===== src/rtl/acc_pkg.sv =====
/*
 acc_pkg: register offsets, field positions, defaults and types for the
 acquisition chain control block.
 assumes: one 50 MHz clock, byte registers on a plain strobe port.
*/
package acc_pkg;

    localparam int ACC_AW = 4;
    localparam int ACC_DW = 8;

    // register offsets
    localparam logic [3:0] ACC_OFS_CFG1 = 4'h0;
    localparam logic [3:0] ACC_OFS_CFG2 = 4'h1;
    localparam logic [3:0] ACC_OFS_GAIN = 4'h2;
    localparam logic [3:0] ACC_OFS_OFFS = 4'h3;
    localparam logic [3:0] ACC_OFS_SEL = 4'h4;
    localparam logic [3:0] ACC_OFS_CTRL = 4'h5;
    localparam logic [3:0] ACC_OFS_IRQ_STAT = 4'h6;
    localparam logic [3:0] ACC_OFS_IRQ_MASK = 4'h7;

    // field positions
    localparam int ACC_BIT_STAGE1 = 7;
    localparam int ACC_BIT_SIGN3 = 6;
    localparam int ACC_BIT_BUSY = 7;
    localparam int ACC_BIT_DEF = 6;
    localparam int ACC_BIT_REF = 0;
    localparam int ACC_BIT_START = 0;
    localparam int ACC_BIT_CONTINUOUS_CONVERT = 1;
    localparam int ACC_BIT_IRQ_DONE = 0;
    localparam int ACC_BIT_IRQ_START = 1;

    // reset and default values
    localparam logic [7:0] ACC_RST_BYTE = 8'h00;
    localparam logic [3:0] ACC_DEF_ENABLE = 4'h0;
    localparam logic [1:0] ACC_DEF_NELCONV = 2'h1;  // code 1: two conversions
    localparam logic [2:0] ACC_DEF_OSR = 3'h2;      // code 2: ratio 32
    localparam logic [1:0] ACC_DEF_SPEED = 2'h0;    // code 0: max speed
    localparam logic [1:0] ACC_DEF_BIAS = 2'h0;     // code 0: nominal
    localparam logic [15:0] ACC_OSR_BASE = 16'h0008;
    localparam logic [7:0] ACC_TAIL_CYC = 8'h04;

    // sampling clock divider (system cycles per sample)
    localparam int ACC_CLK_MHZ = 50;
    localparam int ACC_FS_KHZ = 500;
    localparam int ACC_FS_DIV = (ACC_CLK_MHZ * 1000) / ACC_FS_KHZ;

    typedef struct packed {
        logic [ACC_AW-1:0] addr;
        logic [ACC_DW-1:0] wdata;
        logic wr;
        logic rd;
    } acc_bus_type;

    typedef struct packed {
        logic [3:0] enable;
        logic stage1_gain;
        logic [1:0] stage2_gain;
        logic [3:0] stage2_offset;
        logic [6:0] stage3_gain;
        logic [6:0] stage3_offset;
        logic [4:0] input_sel;
        logic ref_sel;
    } acc_analog_type;

endpackage : acc_pkg


===== src/rtl/acc_ctrl.sv =====
/*
 acc_ctrl: acquisition chain control, top module. Holds gain, offset,
 selector and enable settings, starts conversions and reports busy.
 assumes: software master on a byte strobe port; analog chain sits
 outside and takes its settings from ana_o.
*/
// Added by the designer: the plain strobed port and the placing of the registers.
//
// Contract
// - gain register bit 7 picks stage one gain, 0 unity, 1 ten.
// - gain register bits 6:0 hold stage three gain code in twelfths.
// - offset register bits 6:0 sign-magnitude stage three offset; bit 7 zero.
// - busy flag at select bit 7 reads 1 while converting.
// - busy may lag a start write by one sampling period.
// - default-load bit 6 reads 0, restores defaults.
// - default-load starts a fresh conversion, abandoning any running one.
// - selector bit 5 picks four differential pairs or seven common inputs.
// - selector bit 4 polarity, bits 3:1 channel.
// - select bit 0 picks reference pair one-zero or three-two.
// - four enable bits: converter, stage one, two, three.
// - stage two gain code 00..11 gives 1, 2, 5, 10.
// - stage two offset is sign-magnitude, bit 3 sign.
// - disabled stage is bypassed to the next stage.
// - start bit or default-load bit starts a conversion.
// - any chain register write resets the gain stages; code pulses stage_reset_o only for offsets 0 to 4, not control.
// - elementary conversion lasts osr plus one samples.
`timescale 1ns/1ps
module acc_ctrl
    import acc_pkg::*;
(
    input wire logic clk_i,              // system clock, 50 MHz
    input wire logic rst_i,              // async reset, active high
    input wire logic [3:0] addr_i,       // register address
    input wire logic [7:0] wdata_i,      // write data
    input wire logic wr_i,               // write strobe
    input wire logic rd_i,               // read strobe
    output logic [7:0] rdata_o,          // read data, cycle after rd_i
    output logic irq_o,                  // level interrupt
    output acc_analog_type ana_o,        // settings to the analog chain
    output logic [3:0] bypass_o,         // per-stage bypass, bit0 unused
    output logic stage_reset_o,          // one-cycle stage reset pulse
    output logic sample_tick_o           // sampling enable to converter
);
    // cfg1: enable[3:0], stage2 gain[5:4]; cfg2: speed, bias, nconv, osr
    logic [7:0] cfg1_r;
    logic [7:0] cfg2_r;
    logic [7:0] gain_r;
    logic [6:0] offs_r;
    logic [4:0] insel_r;
    logic ref_r;
    logic [3:0] s2off_r;
    logic [1:0] ctrl_r;   // start (pulse), continuous
    logic [1:0] stat_r;
    logic [1:0] mask_r;
    logic go_r;
    logic busy;
    logic done;
    logic tick;
    logic busy_q;
    logic wr_chain;
    logic wr_def;
    logic wr_start;
    logic stat_rd;
    logic [15:0] osr;
    logic [3:0] nconv;
    logic [7:0] rd_nxt;

    assign wr_chain = wr_i && (addr_i <= ACC_OFS_SEL);
    assign wr_def = wr_i && addr_i == ACC_OFS_SEL && wdata_i[ACC_BIT_DEF];
    assign wr_start = wr_i && addr_i == ACC_OFS_CTRL
        && wdata_i[ACC_BIT_START];
    assign stat_rd = rd_i && addr_i == ACC_OFS_IRQ_STAT;
    // osr = 8 << code, elementary conversions = 1 << code
    assign osr = ACC_OSR_BASE << cfg2_r[2:0];
    assign nconv = 4'h1 << cfg2_r[4:3];

    // settings registers, cleared to zero at reset
    always_ff @(posedge clk_i or posedge rst_i)
    begin
        if (rst_i)
        begin
            cfg1_r <= ACC_RST_BYTE;
            cfg2_r <= ACC_RST_BYTE;
            gain_r <= ACC_RST_BYTE;
            offs_r <= 7'h00;
            insel_r <= 5'h00;
            ref_r <= 1'b0;
            s2off_r <= 4'h0;
        end
        else if (wr_def)
        begin
            // defaults: stages off, max speed, nominal bias, 2 conv, osr 32
            cfg1_r <= {4'h0, ACC_DEF_ENABLE};
            cfg2_r <= {ACC_DEF_SPEED[0], ACC_DEF_BIAS,
                ACC_DEF_NELCONV, ACC_DEF_OSR};
            insel_r <= wdata_i[5:1];
            ref_r <= wdata_i[ACC_BIT_REF];
        end
        else if (wr_i)
        begin
            case (addr_i)
                ACC_OFS_CFG1: cfg1_r <= wdata_i;
                ACC_OFS_CFG2: cfg2_r <= wdata_i;
                ACC_OFS_GAIN: gain_r <= wdata_i;
                ACC_OFS_OFFS: offs_r <= wdata_i[6:0];
                ACC_OFS_SEL:
                begin
                    insel_r <= wdata_i[5:1];
                    ref_r <= wdata_i[ACC_BIT_REF];
                end
                ACC_OFS_CTRL: s2off_r <= wdata_i[7:4];
                default: ;
            endcase
        end
    end

    // start control; continuous restarts on each completion
    always_ff @(posedge clk_i or posedge rst_i)
    begin
        if (rst_i)
        begin
            ctrl_r <= 2'b00;
            go_r <= 1'b0;
        end
        else
        begin
            if (wr_i && addr_i == ACC_OFS_CTRL)
                ctrl_r[ACC_BIT_CONTINUOUS_CONVERT] <= wdata_i[ACC_BIT_CONTINUOUS_CONVERT];
            ctrl_r[ACC_BIT_START] <= wr_start;
            go_r <= wr_def || wr_start
                || (wr_i && addr_i == ACC_OFS_CTRL && wdata_i[ACC_BIT_CONTINUOUS_CONVERT]
                    && !busy)
                || (done && ctrl_r[ACC_BIT_CONTINUOUS_CONVERT]);
        end
    end

    acc_tick u_tick (
        .clk_i(clk_i),
        .rst_i(rst_i),
        .restart_i(1'b0),
        .tick_o(tick)
    );

    // busy appears at the next sample edge, at most one period late
    acc_seq u_seq (
        .clk_i(clk_i),
        .rst_i(rst_i),
        .go_i(go_r),
        .tick_i(tick),
        .osr_i(osr),
        .nconv_i(nconv),
        .busy_o(busy),
        .done_o(done)
    );

    // interrupt status: set wins over read-clear
    always_ff @(posedge clk_i or posedge rst_i)
    begin
        if (rst_i)
        begin
            stat_r <= 2'b00;
            mask_r <= 2'b00;
            busy_q <= 1'b0;
        end
        else
        begin
            busy_q <= busy;
            stat_r <= (stat_rd ? 2'b00 : stat_r)
                | {busy && !busy_q, done};
            if (wr_i && addr_i == ACC_OFS_IRQ_MASK)
                mask_r <= wdata_i[1:0];
        end
    end

    // read mux
    always_comb
    begin
        case (addr_i)
            ACC_OFS_CFG1: rd_nxt = cfg1_r;
            ACC_OFS_CFG2: rd_nxt = cfg2_r;
            ACC_OFS_GAIN: rd_nxt = gain_r;
            ACC_OFS_OFFS: rd_nxt = {1'b0, offs_r};
            ACC_OFS_SEL: rd_nxt = {busy, 1'b0, insel_r, ref_r};
            ACC_OFS_CTRL: rd_nxt = {s2off_r, 2'b00, ctrl_r[ACC_BIT_CONTINUOUS_CONVERT],
                1'b0};
            ACC_OFS_IRQ_STAT: rd_nxt = {6'h00, stat_r};
            ACC_OFS_IRQ_MASK: rd_nxt = {6'h00, mask_r};
            default: rd_nxt = 8'h00;
        endcase
    end

    // outputs, all registered
    always_ff @(posedge clk_i or posedge rst_i)
    begin
        if (rst_i)
        begin
            rdata_o <= 8'h00;
            irq_o <= 1'b0;
            ana_o <= '0;
            bypass_o <= 4'h0;
            stage_reset_o <= 1'b0;
            sample_tick_o <= 1'b0;
        end
        else
        begin
            rdata_o <= rd_i ? rd_nxt : 8'h00;
            irq_o <= |(((stat_rd ? 2'b00 : stat_r)
                | {busy && !busy_q, done}) & mask_r);
            ana_o.enable <= cfg1_r[3:0];
            ana_o.stage1_gain <= gain_r[ACC_BIT_STAGE1];
            ana_o.stage2_gain <= cfg1_r[5:4];
            ana_o.stage2_offset <= s2off_r;
            ana_o.stage3_gain <= gain_r[6:0];
            ana_o.stage3_offset <= offs_r;
            ana_o.input_sel <= insel_r;
            ana_o.ref_sel <= ref_r;
            // disabled stage passes its input straight on
            bypass_o <= {~cfg1_r[3:1], 1'b0};
            stage_reset_o <= wr_chain;
            sample_tick_o <= tick;
        end
    end

    // two sampling periods of slack for the lag check
    localparam int ACC_FS_DIV_I = 2 * ACC_FS_DIV;

    a_busy_lag: assert property (@(posedge clk_i) disable iff (rst_i)
        go_r |-> ##[1:ACC_FS_DIV_I] busy)
        else $error("busy late after start");
    a_busy_rd: assert property (@(posedge clk_i) disable iff (rst_i)
        rd_i && addr_i == ACC_OFS_SEL |=> rdata_o[ACC_BIT_BUSY] == $past(busy))
        else $error("busy bit misread");
    a_def_rd0: assert property (@(posedge clk_i) disable iff (rst_i)
        rd_i && addr_i == ACC_OFS_SEL |=> !rdata_o[ACC_BIT_DEF])
        else $error("default bit reads one");
    a_def_load: assert property (@(posedge clk_i) disable iff (rst_i)
        wr_def |=> cfg1_r[3:0] == ACC_DEF_ENABLE && osr == 16'h0020
            && nconv == 4'h2)
        else $error("defaults not loaded");
    a_def_go: assert property (@(posedge clk_i) disable iff (rst_i)
        wr_def |=> go_r)
        else $error("default load did not restart");
    a_offs_top: assert property (@(posedge clk_i) disable iff (rst_i)
        rd_i && addr_i == ACC_OFS_OFFS |=> !rdata_o[7])
        else $error("offset bit 7 not zero");
    a_stage_rst: assert property (@(posedge clk_i) disable iff (rst_i)
        wr_chain |=> stage_reset_o)
        else $error("stage reset missing");
    a_bypass_map: assert property (@(posedge clk_i) disable iff (rst_i)
        $past(cfg1_r[1]) == 1'b0 && !$past(rst_i) |-> bypass_o[1])
        else $error("stage one not bypassed");
    a_gain_out: assert property (@(posedge clk_i) disable iff (rst_i)
        wr_i && addr_i == ACC_OFS_GAIN && !wr_def |=> ##1
            ana_o.stage1_gain == $past(wdata_i[7], 2))
        else $error("stage one gain wrong");
    a_start_go: assert property (@(posedge clk_i) disable iff (rst_i)
        wr_start |=> go_r)
        else $error("start ignored");

    c_start: cover property (@(posedge clk_i) disable iff (rst_i)
        wr_start ##[1:200] busy);
    c_done: cover property (@(posedge clk_i) disable iff (rst_i) done);
    c_def_abort: cover property (@(posedge clk_i) disable iff (rst_i)
        busy && wr_def);
    c_irq: cover property (@(posedge clk_i) disable iff (rst_i) irq_o);
endmodule : acc_ctrl


===== src/rtl/acc_tick.sv =====
/*
 acc_tick: divider giving a one-cycle enable at the sampling rate.
 assumes: restart re-phases the divider so a sample edge follows.
*/
`timescale 1ns/1ps
module acc_tick
    import acc_pkg::*;
#(
    parameter int DIV = ACC_FS_DIV
)
(
    input wire logic clk_i,     // system clock
    input wire logic rst_i,     // async reset
    input wire logic restart_i, // re-phase divider
    output logic tick_o         // one-cycle sample enable
);
    logic [15:0] cnt_r;

    always_ff @(posedge clk_i or posedge rst_i)
    begin
        if (rst_i)
        begin
            cnt_r <= 16'h0000;
            tick_o <= 1'b0;
        end
        else if (restart_i || cnt_r == 16'(DIV - 1))
        begin
            cnt_r <= 16'h0000;
            tick_o <= !restart_i;
        end
        else
        begin
            cnt_r <= cnt_r + 16'h0001;
            tick_o <= 1'b0;
        end
    end
endmodule : acc_tick


===== src/rtl/acc_seq.sv =====
/*
 acc_seq: conversion sequencer on the sampling enable: elementary
 conversions of (osr+1) samples, then a quantization tail.
 assumes: go_i one-cycle pulse; tick_i from the sampling divider.
*/
`timescale 1ns/1ps
module acc_seq
    import acc_pkg::*;
(
    input wire logic clk_i,           // system clock
    input wire logic rst_i,           // async reset
    input wire logic go_i,            // start, abandons running sequence
    input wire logic tick_i,          // sampling enable
    input wire logic [15:0] osr_i,    // oversampling ratio
    input wire logic [3:0] nconv_i,   // elementary conversions
    output logic busy_o,              // conversion running
    output logic done_o               // one-cycle end pulse
);
    typedef enum logic [1:0] {
        ACC_IDLE = 2'b00,
        ACC_ARM = 2'b01,
        ACC_CONV = 2'b11,
        ACC_TAIL = 2'b10
    } acc_seq_type;

    acc_seq_type st_r;
    logic [15:0] smp_r;
    logic [3:0] conv_r;

    always_ff @(posedge clk_i or posedge rst_i)
    begin
        if (rst_i)
        begin
            st_r <= ACC_IDLE;
            smp_r <= 16'h0000;
            conv_r <= 4'h0;
            busy_o <= 1'b0;
            done_o <= 1'b0;
        end
        else
        begin
            done_o <= 1'b0;
            if (go_i)
            begin
                st_r <= ACC_ARM;
                busy_o <= 1'b0;
            end
            else if (tick_i)
            begin
                case (st_r)
                    ACC_ARM:
                    begin
                        // busy rises on the first sample edge
                        st_r <= ACC_CONV;
                        busy_o <= 1'b1;
                        smp_r <= 16'h0000;
                        conv_r <= 4'h0;
                    end
                    ACC_CONV:
                    begin
                        if (smp_r == osr_i)
                        begin
                            smp_r <= 16'h0000;
                            if (conv_r == nconv_i - 4'h1)
                                st_r <= ACC_TAIL;
                            conv_r <= conv_r + 4'h1;
                        end
                        else
                            smp_r <= smp_r + 16'h0001;
                    end
                    ACC_TAIL:
                    begin
                        if (smp_r == 16'(ACC_TAIL_CYC))
                        begin
                            st_r <= ACC_IDLE;
                            busy_o <= 1'b0;
                            done_o <= 1'b1;
                        end
                        else
                            smp_r <= smp_r + 16'h0001;
                    end
                    default:
                        st_r <= ACC_IDLE;
                endcase
            end
        end
    end
endmodule : acc_seq


===== config.mk =====
export PLATFORM = sky130hd
export DESIGN_NAME = acc_ctrl
export DESIGN_NICKNAME = d
export VERILOG_FILES = /design/src/rtl/acc_pkg.sv /design/src/rtl/acc_ctrl.sv /design/src/rtl/acc_tick.sv /design/src/rtl/acc_seq.sv
export SDC_FILE = /design/constraint.sdc
export NUM_CORES = 1
export LEC_CHECK = 0
export ABC_AREA = 1
export BUFFER_PORTS_ARGS = -buffer_cell sky130_fd_sc_hd__buf_2
export CORE_ASPECT_RATIO = 1.25
export CORE_MARGIN = 2
export CORE_UTILIZATION = 50
export CTS_BUF_LIST = sky130_fd_sc_hd__clkbuf_8 sky130_fd_sc_hd__clkbuf_16
export DETAILED_ROUTE_END_ITERATION = 7
export PLACE_DENSITY = 0.76
export SLEW_MARGIN = 20
export SYNTH_ARGS = -nofsm -noshare
export SYNTH_HDL_FRONTEND = slang
export SYNTH_SLANG_ARGS = --single-unit

===== constraint.sdc =====
create_clock -name clk_i -period 5.5 [get_ports clk_i]
set_input_delay 0.55 -clock clk_i [delete_from_list [all_inputs] [get_ports clk_i]]
set_output_delay 0.55 -clock clk_i [all_outputs]
set_load 0.03 [all_outputs]

; Yosys cells after proc, flatten, opt, wreduce, memory -nomap -nowiden
; Cells that the tools add are included.
; Widths: inputs -> output; s select.
[op_classes]
n_lt_le_gt_ge = 1
eq_ne = 19
bitwise_logic = 5
reduce_logical = 36
mux = 36
addsub = 4
shifts = 2
[op_table]
columns = cell, count
row1 = $pmux 8 s8, 1
row2 = $mux 8, 7
row3 = $mux 16, 3
row4 = $pmux 16 s3, 1
row5 = $add 16x1->16 const B, 2
row6 = $eq 16x16->1, 1
row7 = $eq 16x3->1 const B, 1
row8 = $eq 16x7->1 const B, 1
row9 = $eq 4x3->1 const B, 4
row10 = $shl 4x3->16 const A, 1
row11 = $mux 5, 3
row12 = $mux 2, 6
row13 = $reduce_and 3->1, 4
row14 = $reduce_and 4->1, 3
row15 = $reduce_bool 2->1, 6
row16 = $logic_and 1x1->1, 11
row17 = $mux 1, 11
row18 = $ne 3x2->1 const B, 3
row19 = $eq 4x2->1 const B, 2
row20 = $pmux 4 s2, 1
row21 = $pmux 2 s3, 1
row22 = $reduce_and 2->1, 3
row23 = $reduce_bool 3->1, 2
row24 = $add 4x1->4 const B, 1
row25 = 19 further kinds, 24
[totals]
regBits = 134
output_inout_bits = 46
in_bits = 16

; Longest topological paths before layout
[logic_depth]
ltp_word = 8
ltp_mapped = 14
ltp_nobuf = 13

; By module
; A second synthesis with hierarchy kept.
[unflattened]
cells_unflattened = 874
hier_area_um2 = 6735.2
[modules_own_cells]
columns = mod, area_per_inst_um2, n_inst, seq_area_each_um2, cells_per_inst
row1 = acc_ctrl, 3673.5, 1, 2327.2, 385
row2 = acc_seq, 2100.8, 1, 600.6, 365
row3 = acc_tick, 960.9, 1, 425.4, 124

; Worst setup path before layout
; Ideal clock, no wire load.
[synth_timing]
path_type = input -> register
startpoint = input addr_i[3]
endpoint = register cfg2_r[2]
stages = 11
t_arrival_ns = 1.532
setup_time_ns = 0.127
path_slack_ns = 3.841
path_cell_list = inv_1 > nand2_1 > inv_1 > nand2_1 > nor2_4 > nand2_4 > buf_6 > nand2_1 > inv_1 > nand2_1 > o21ai_0
[synth_between]
elab_chain_cells = 5
elab_cells_between_ends = 8
[synth_rtl]
columns = element, line_no
row1 = "start, declared", acc_ctrl.sv:33  ; input wire logic [3:0] addr_i,
row2 = $eq 4x3->1, acc_ctrl.sv:69  ; assign wr_def = wr_i && addr_i == ACC_OFS_SEL && wdata_i[ACC_BIT_DEF];
row3 = $logic_and 1x1->1 (2 in a row), acc_ctrl.sv:69
row4 = $reduce_bool 2->1 (no line), --
row5 = $reduce_and 2->1 (no line), --
row6 = "end signal, assigned", acc_ctrl.sv:94  ; cfg2_r <= {ACC_DEF_SPEED[0], ACC_DEF_BIAS,
row7 = "end signal, assigned", acc_ctrl.sv:103  ; ACC_OFS_CFG2: cfg2_r <= wdata_i;
row8 = "end, declared", acc_ctrl.sv:46  ; logic [7:0] cfg2_r;
; Several ways; a longest one is shown, not always the timed one.
; A chain may end at the register's enable or synchronous reset.

; Worst setup path in the final report
[layout_timing]
startpoint = register cfg2_r[2]
endpoint = register u_seq.smp_r[8]
[layout_between]
elab_chain_cells = 4
[layout_rtl]
columns = element, line_no
row1 = $shl 4x3->16, acc_ctrl.sv:74  ; assign osr = ACC_OSR_BASE << cfg2_r[2:0];
row2 = $eq 16x16->1, acc_seq.sv:61  ; if (smp_r == osr_i)
row3 = $mux 16, acc_seq.sv:61
row4 = $pmux 16 s3, acc_seq.sv:50  ; case (st_r)
row5 = "end signal, assigned", acc_seq.sv:69  ; smp_r <= smp_r + 16'h0001;
row6 = "end signal, assigned", acc_seq.sv:80  ; smp_r <= smp_r + 16'h0001;
row7 = "end, declared", acc_seq.sv:27  ; logic [15:0] smp_r;
; Every way passes these cells.

==> results.yml <==
pwr:
  power_leakage_uw: 0.003517
  switching_power_uw: 825.7
  p_int_uw: 1863
  p_per_area_nw_per_um2: 383.4
  power_frac_seq_pct: 45.7
  combPwrFrac_pct: 17.0
  clockPowerShare_pct: 37.4
  vdd_drop_max_v: 0.0002096
  switching_share_pct: 30.71
layout:
  layout.nets: 773
  drive_above_1_share_pct: 15.42
  num_antenna_cells: 0
  nFillCells: 1046
  area_growth_pct: 15.28
  utilization_pct: 58.47
sta:
  hold_violations: 0
  setup_tns_ns: 0
  rsz0062_at_grt: "no"
  setup_slack_ns: 3.471
  max_freq_mhz: 493.0
  tightest_slew_ns: 0.8022
  min_period_ns: 2.029
  finalSetupViolCount: 0
  fin_skew_ns: 0.006677
  post-route-period-util_pct: 36.88
  max_slew_margin_pct: 46.52
  slew_violations: 0
global_routing:
  grt_usage_pct: 22.02
  antenna_found_initial: 0
  grt_overflow_total: 0
  grt_max_degree: 71
  grt_pass1_vias: 4778
  grt_pass1_wl_mm: 22.34
flow_run:
  cap_violations: 0
die:
  core-area_um2: 11990
  rows: 45
  die_height_um: 127.3
  io_pins: 62
  start_util_pct: 50.71
  die_area_um2: 13070
  die_w_um: 102.6
worst_setup_path:
  r2r_start: "cfg2_r[2]"
  crit_path_end_kind: "flip-flop"
  setup.worst_path.class: "flip-flop to flip-flop"
  crit_required_ns: 5.79
  cp_max_fo: 12
  cp-start-kind: "flip-flop"
  crit_path_start: "cfg2_r[2]"
  arrival_ns: 2.32
synth:
  synth_most_common_cell: "nand2_1"
  synth_top_cell_by_area: "dfrtp_1"
  synth_ff_type: "dfrtp_1"
  ys_ff_latch: 134
  synth_top_area_share_pct: 55.13
  synth_cells: 685
  synth_cell_type_count: 43
  synth_seq_area_share_pct: 55.13
  synth_common_cells: "nand2_1, dfrtp_1, inv_1"
  ys_top_cells_by_area: "dfrtp_1, nand2_1, inv_1, o21ai_0, nor2_1"
  async_flop_share_pct: 100.0
  synth-edff-count: 0
  yosysWarningCount: 0
  syn_nets: 705
  netlist_area_um2: 6082
  syn_avg_cell_area_um2: 8.879
worst_hold_path:
  min_path_type: "input pin to asynchronous set/reset pin"
routing:
  drcViolationCount: 0
  dr.pass1.iters: 4
  wl_per_cell_um: 14.38
  via_per_inst: 5.145
  wirelength_mm: 13.36
  vias: 4780
  drtIter0Drc: 237
  drtAntennaViolNets: 0
cts:
  cts_hold_buf: 0
  cts_made_buffers: 17
  clk_latency_ns: 0.41
  cts_root_buf: "clkbuf_16"
  clock_sink_count: 134
  cts_tree: "built"
  clk_pin_slew_worst_paths_ns: 0.06
  ctsResizeCount: 0
  post-cts-setup-buffers: 0
  clock_path_buffers: 2
  htreeDepth: 4
place:
  port_buffers: 60
  place_ws_ns: 3.360
  dp_hpwl_mm: 9.723
  gp_congestion: 0.8896
outcome:
  status: "complete, no violations"
## power groups by stage
stage                     Combinational (uW)  Clock (uW)  Sequential (uW)
after floorplan                          228           0             1330
after global placement                   447           0             1240
after detailed placement                 456           0             1240
after CTS                                459        1020             1230
after global routing                     510        1070             1240
final                                    456        1010             1230
## cell families (layout without fill, tap and decap cells)
kind of cell,Yosys count,in the layout,share of synthesized area (%)
DFF,134,134,55.13
xor gates and xnor gates,16,16,2.304
and+or+nand+nor,310,310,23.31
adders and majority gates,4,4,0.8229
AOI/OAI and AO/OA,106,106,10.27
other,1,1,0.06166
buffers and inverters,114,194,8.105
## through the flow
stage               hold slack (ns)  cell area (um^2)  total power [uW]  std cells
floorplan                    0.3537              6082              1560        685
global placement             0.3632              6487              1684        898
detailed placement           0.3591              6487              1697        898
CTS                          0.3297              7012              2701        929
global route                 0.3400              7012              2820        929
finish                       0.2835              7012              2689        929
## critical path: stages, from the launching register on
cell and delay [ns]:
dfrtp_1 0.53, inv_2 0.22, nand3_1 0.11, nand2_1 0.12
nand2_1 0.06, nor2_1 0.09, nand2_1 0.07, nor2_1 0.08
nand2_1 0.07, nand2_1 0.07, nand2_2 0.19, inv_1 0.23
nor2_1 0.07
## final cells by class
class / instances / area [um^2] / area share [%]
well taps: 164 / 205.2 / 2.926
clock buffers: 17 / 425.4 / 6.067
flip-flops and latches: 134 / 3353 / 47.82
multi-input cells: 437 / 2236 / 31.89
repair buffers: 61 / 307.8 / 4.390
inverters: 102 / 385.4 / 5.496
clock inverters: 14 / 98.84 / 1.410
## worst paths after layout
check,slack (ns),to,cells past startpoint
setup / recovery,3.47,u_seq.smp_r[8],12
hold / removal,0.28,u_tick.cnt_r[5],2
setup reg to reg,3.47,u_seq.smp_r[8],12
hold reg to reg,0.38,ana_o[22],0
max in group asynchronous,3.92,ana_o[7],3
min in group clk_i,0.34,stage_reset_o,2
## per-layer routing
layer / track usage (%) / wire length (um) / up-vias
li1: - / - / 2364
met1: 27.04 / 5742 / 2257
met2: 36.41 / 6668 / 129
met3: 4.322 / 544 / 30
met4: 11.53 / 407 / 0
met5: 0 / 0 / -
## cells in the final DEF, fill, tap and decap left out, types with 5 or more instances in the layout
master,instances
o22ai_1,9
o21ai_0,51
nor2_1,54
nand4_1,22
o2111ai_1,5
nor3_1,8
clkbuf_16,17
nand2_1,163
inv_1,100
a21oi_1,16
nand3_1,37
buf_2,60
xor2_1,16
clkinv_2,6
o21ai_1,5
dfrtp_1,134
## registers in the layout (all words and copies together), names as in the netlist, 2 cells and up
| register | flops |
|---|---|
| mask_r | 2 |
| u_seq.conv_r | 4 |
| s2off_r | 4 |
| u_seq.st_r | 2 |
| bypass_o | 3 |
| stat_r | 2 |
| offs_r | 7 |
| cfg2_r | 8 |
| gain_r | 8 |
| ana_o | 31 |
| rdata_o | 8 |
| cfg1_r | 8 |
| insel_r | 5 |
| u_tick.cnt_r | 16 |
| u_seq.smp_r | 16 |
(Power assumes the default switching activity.)
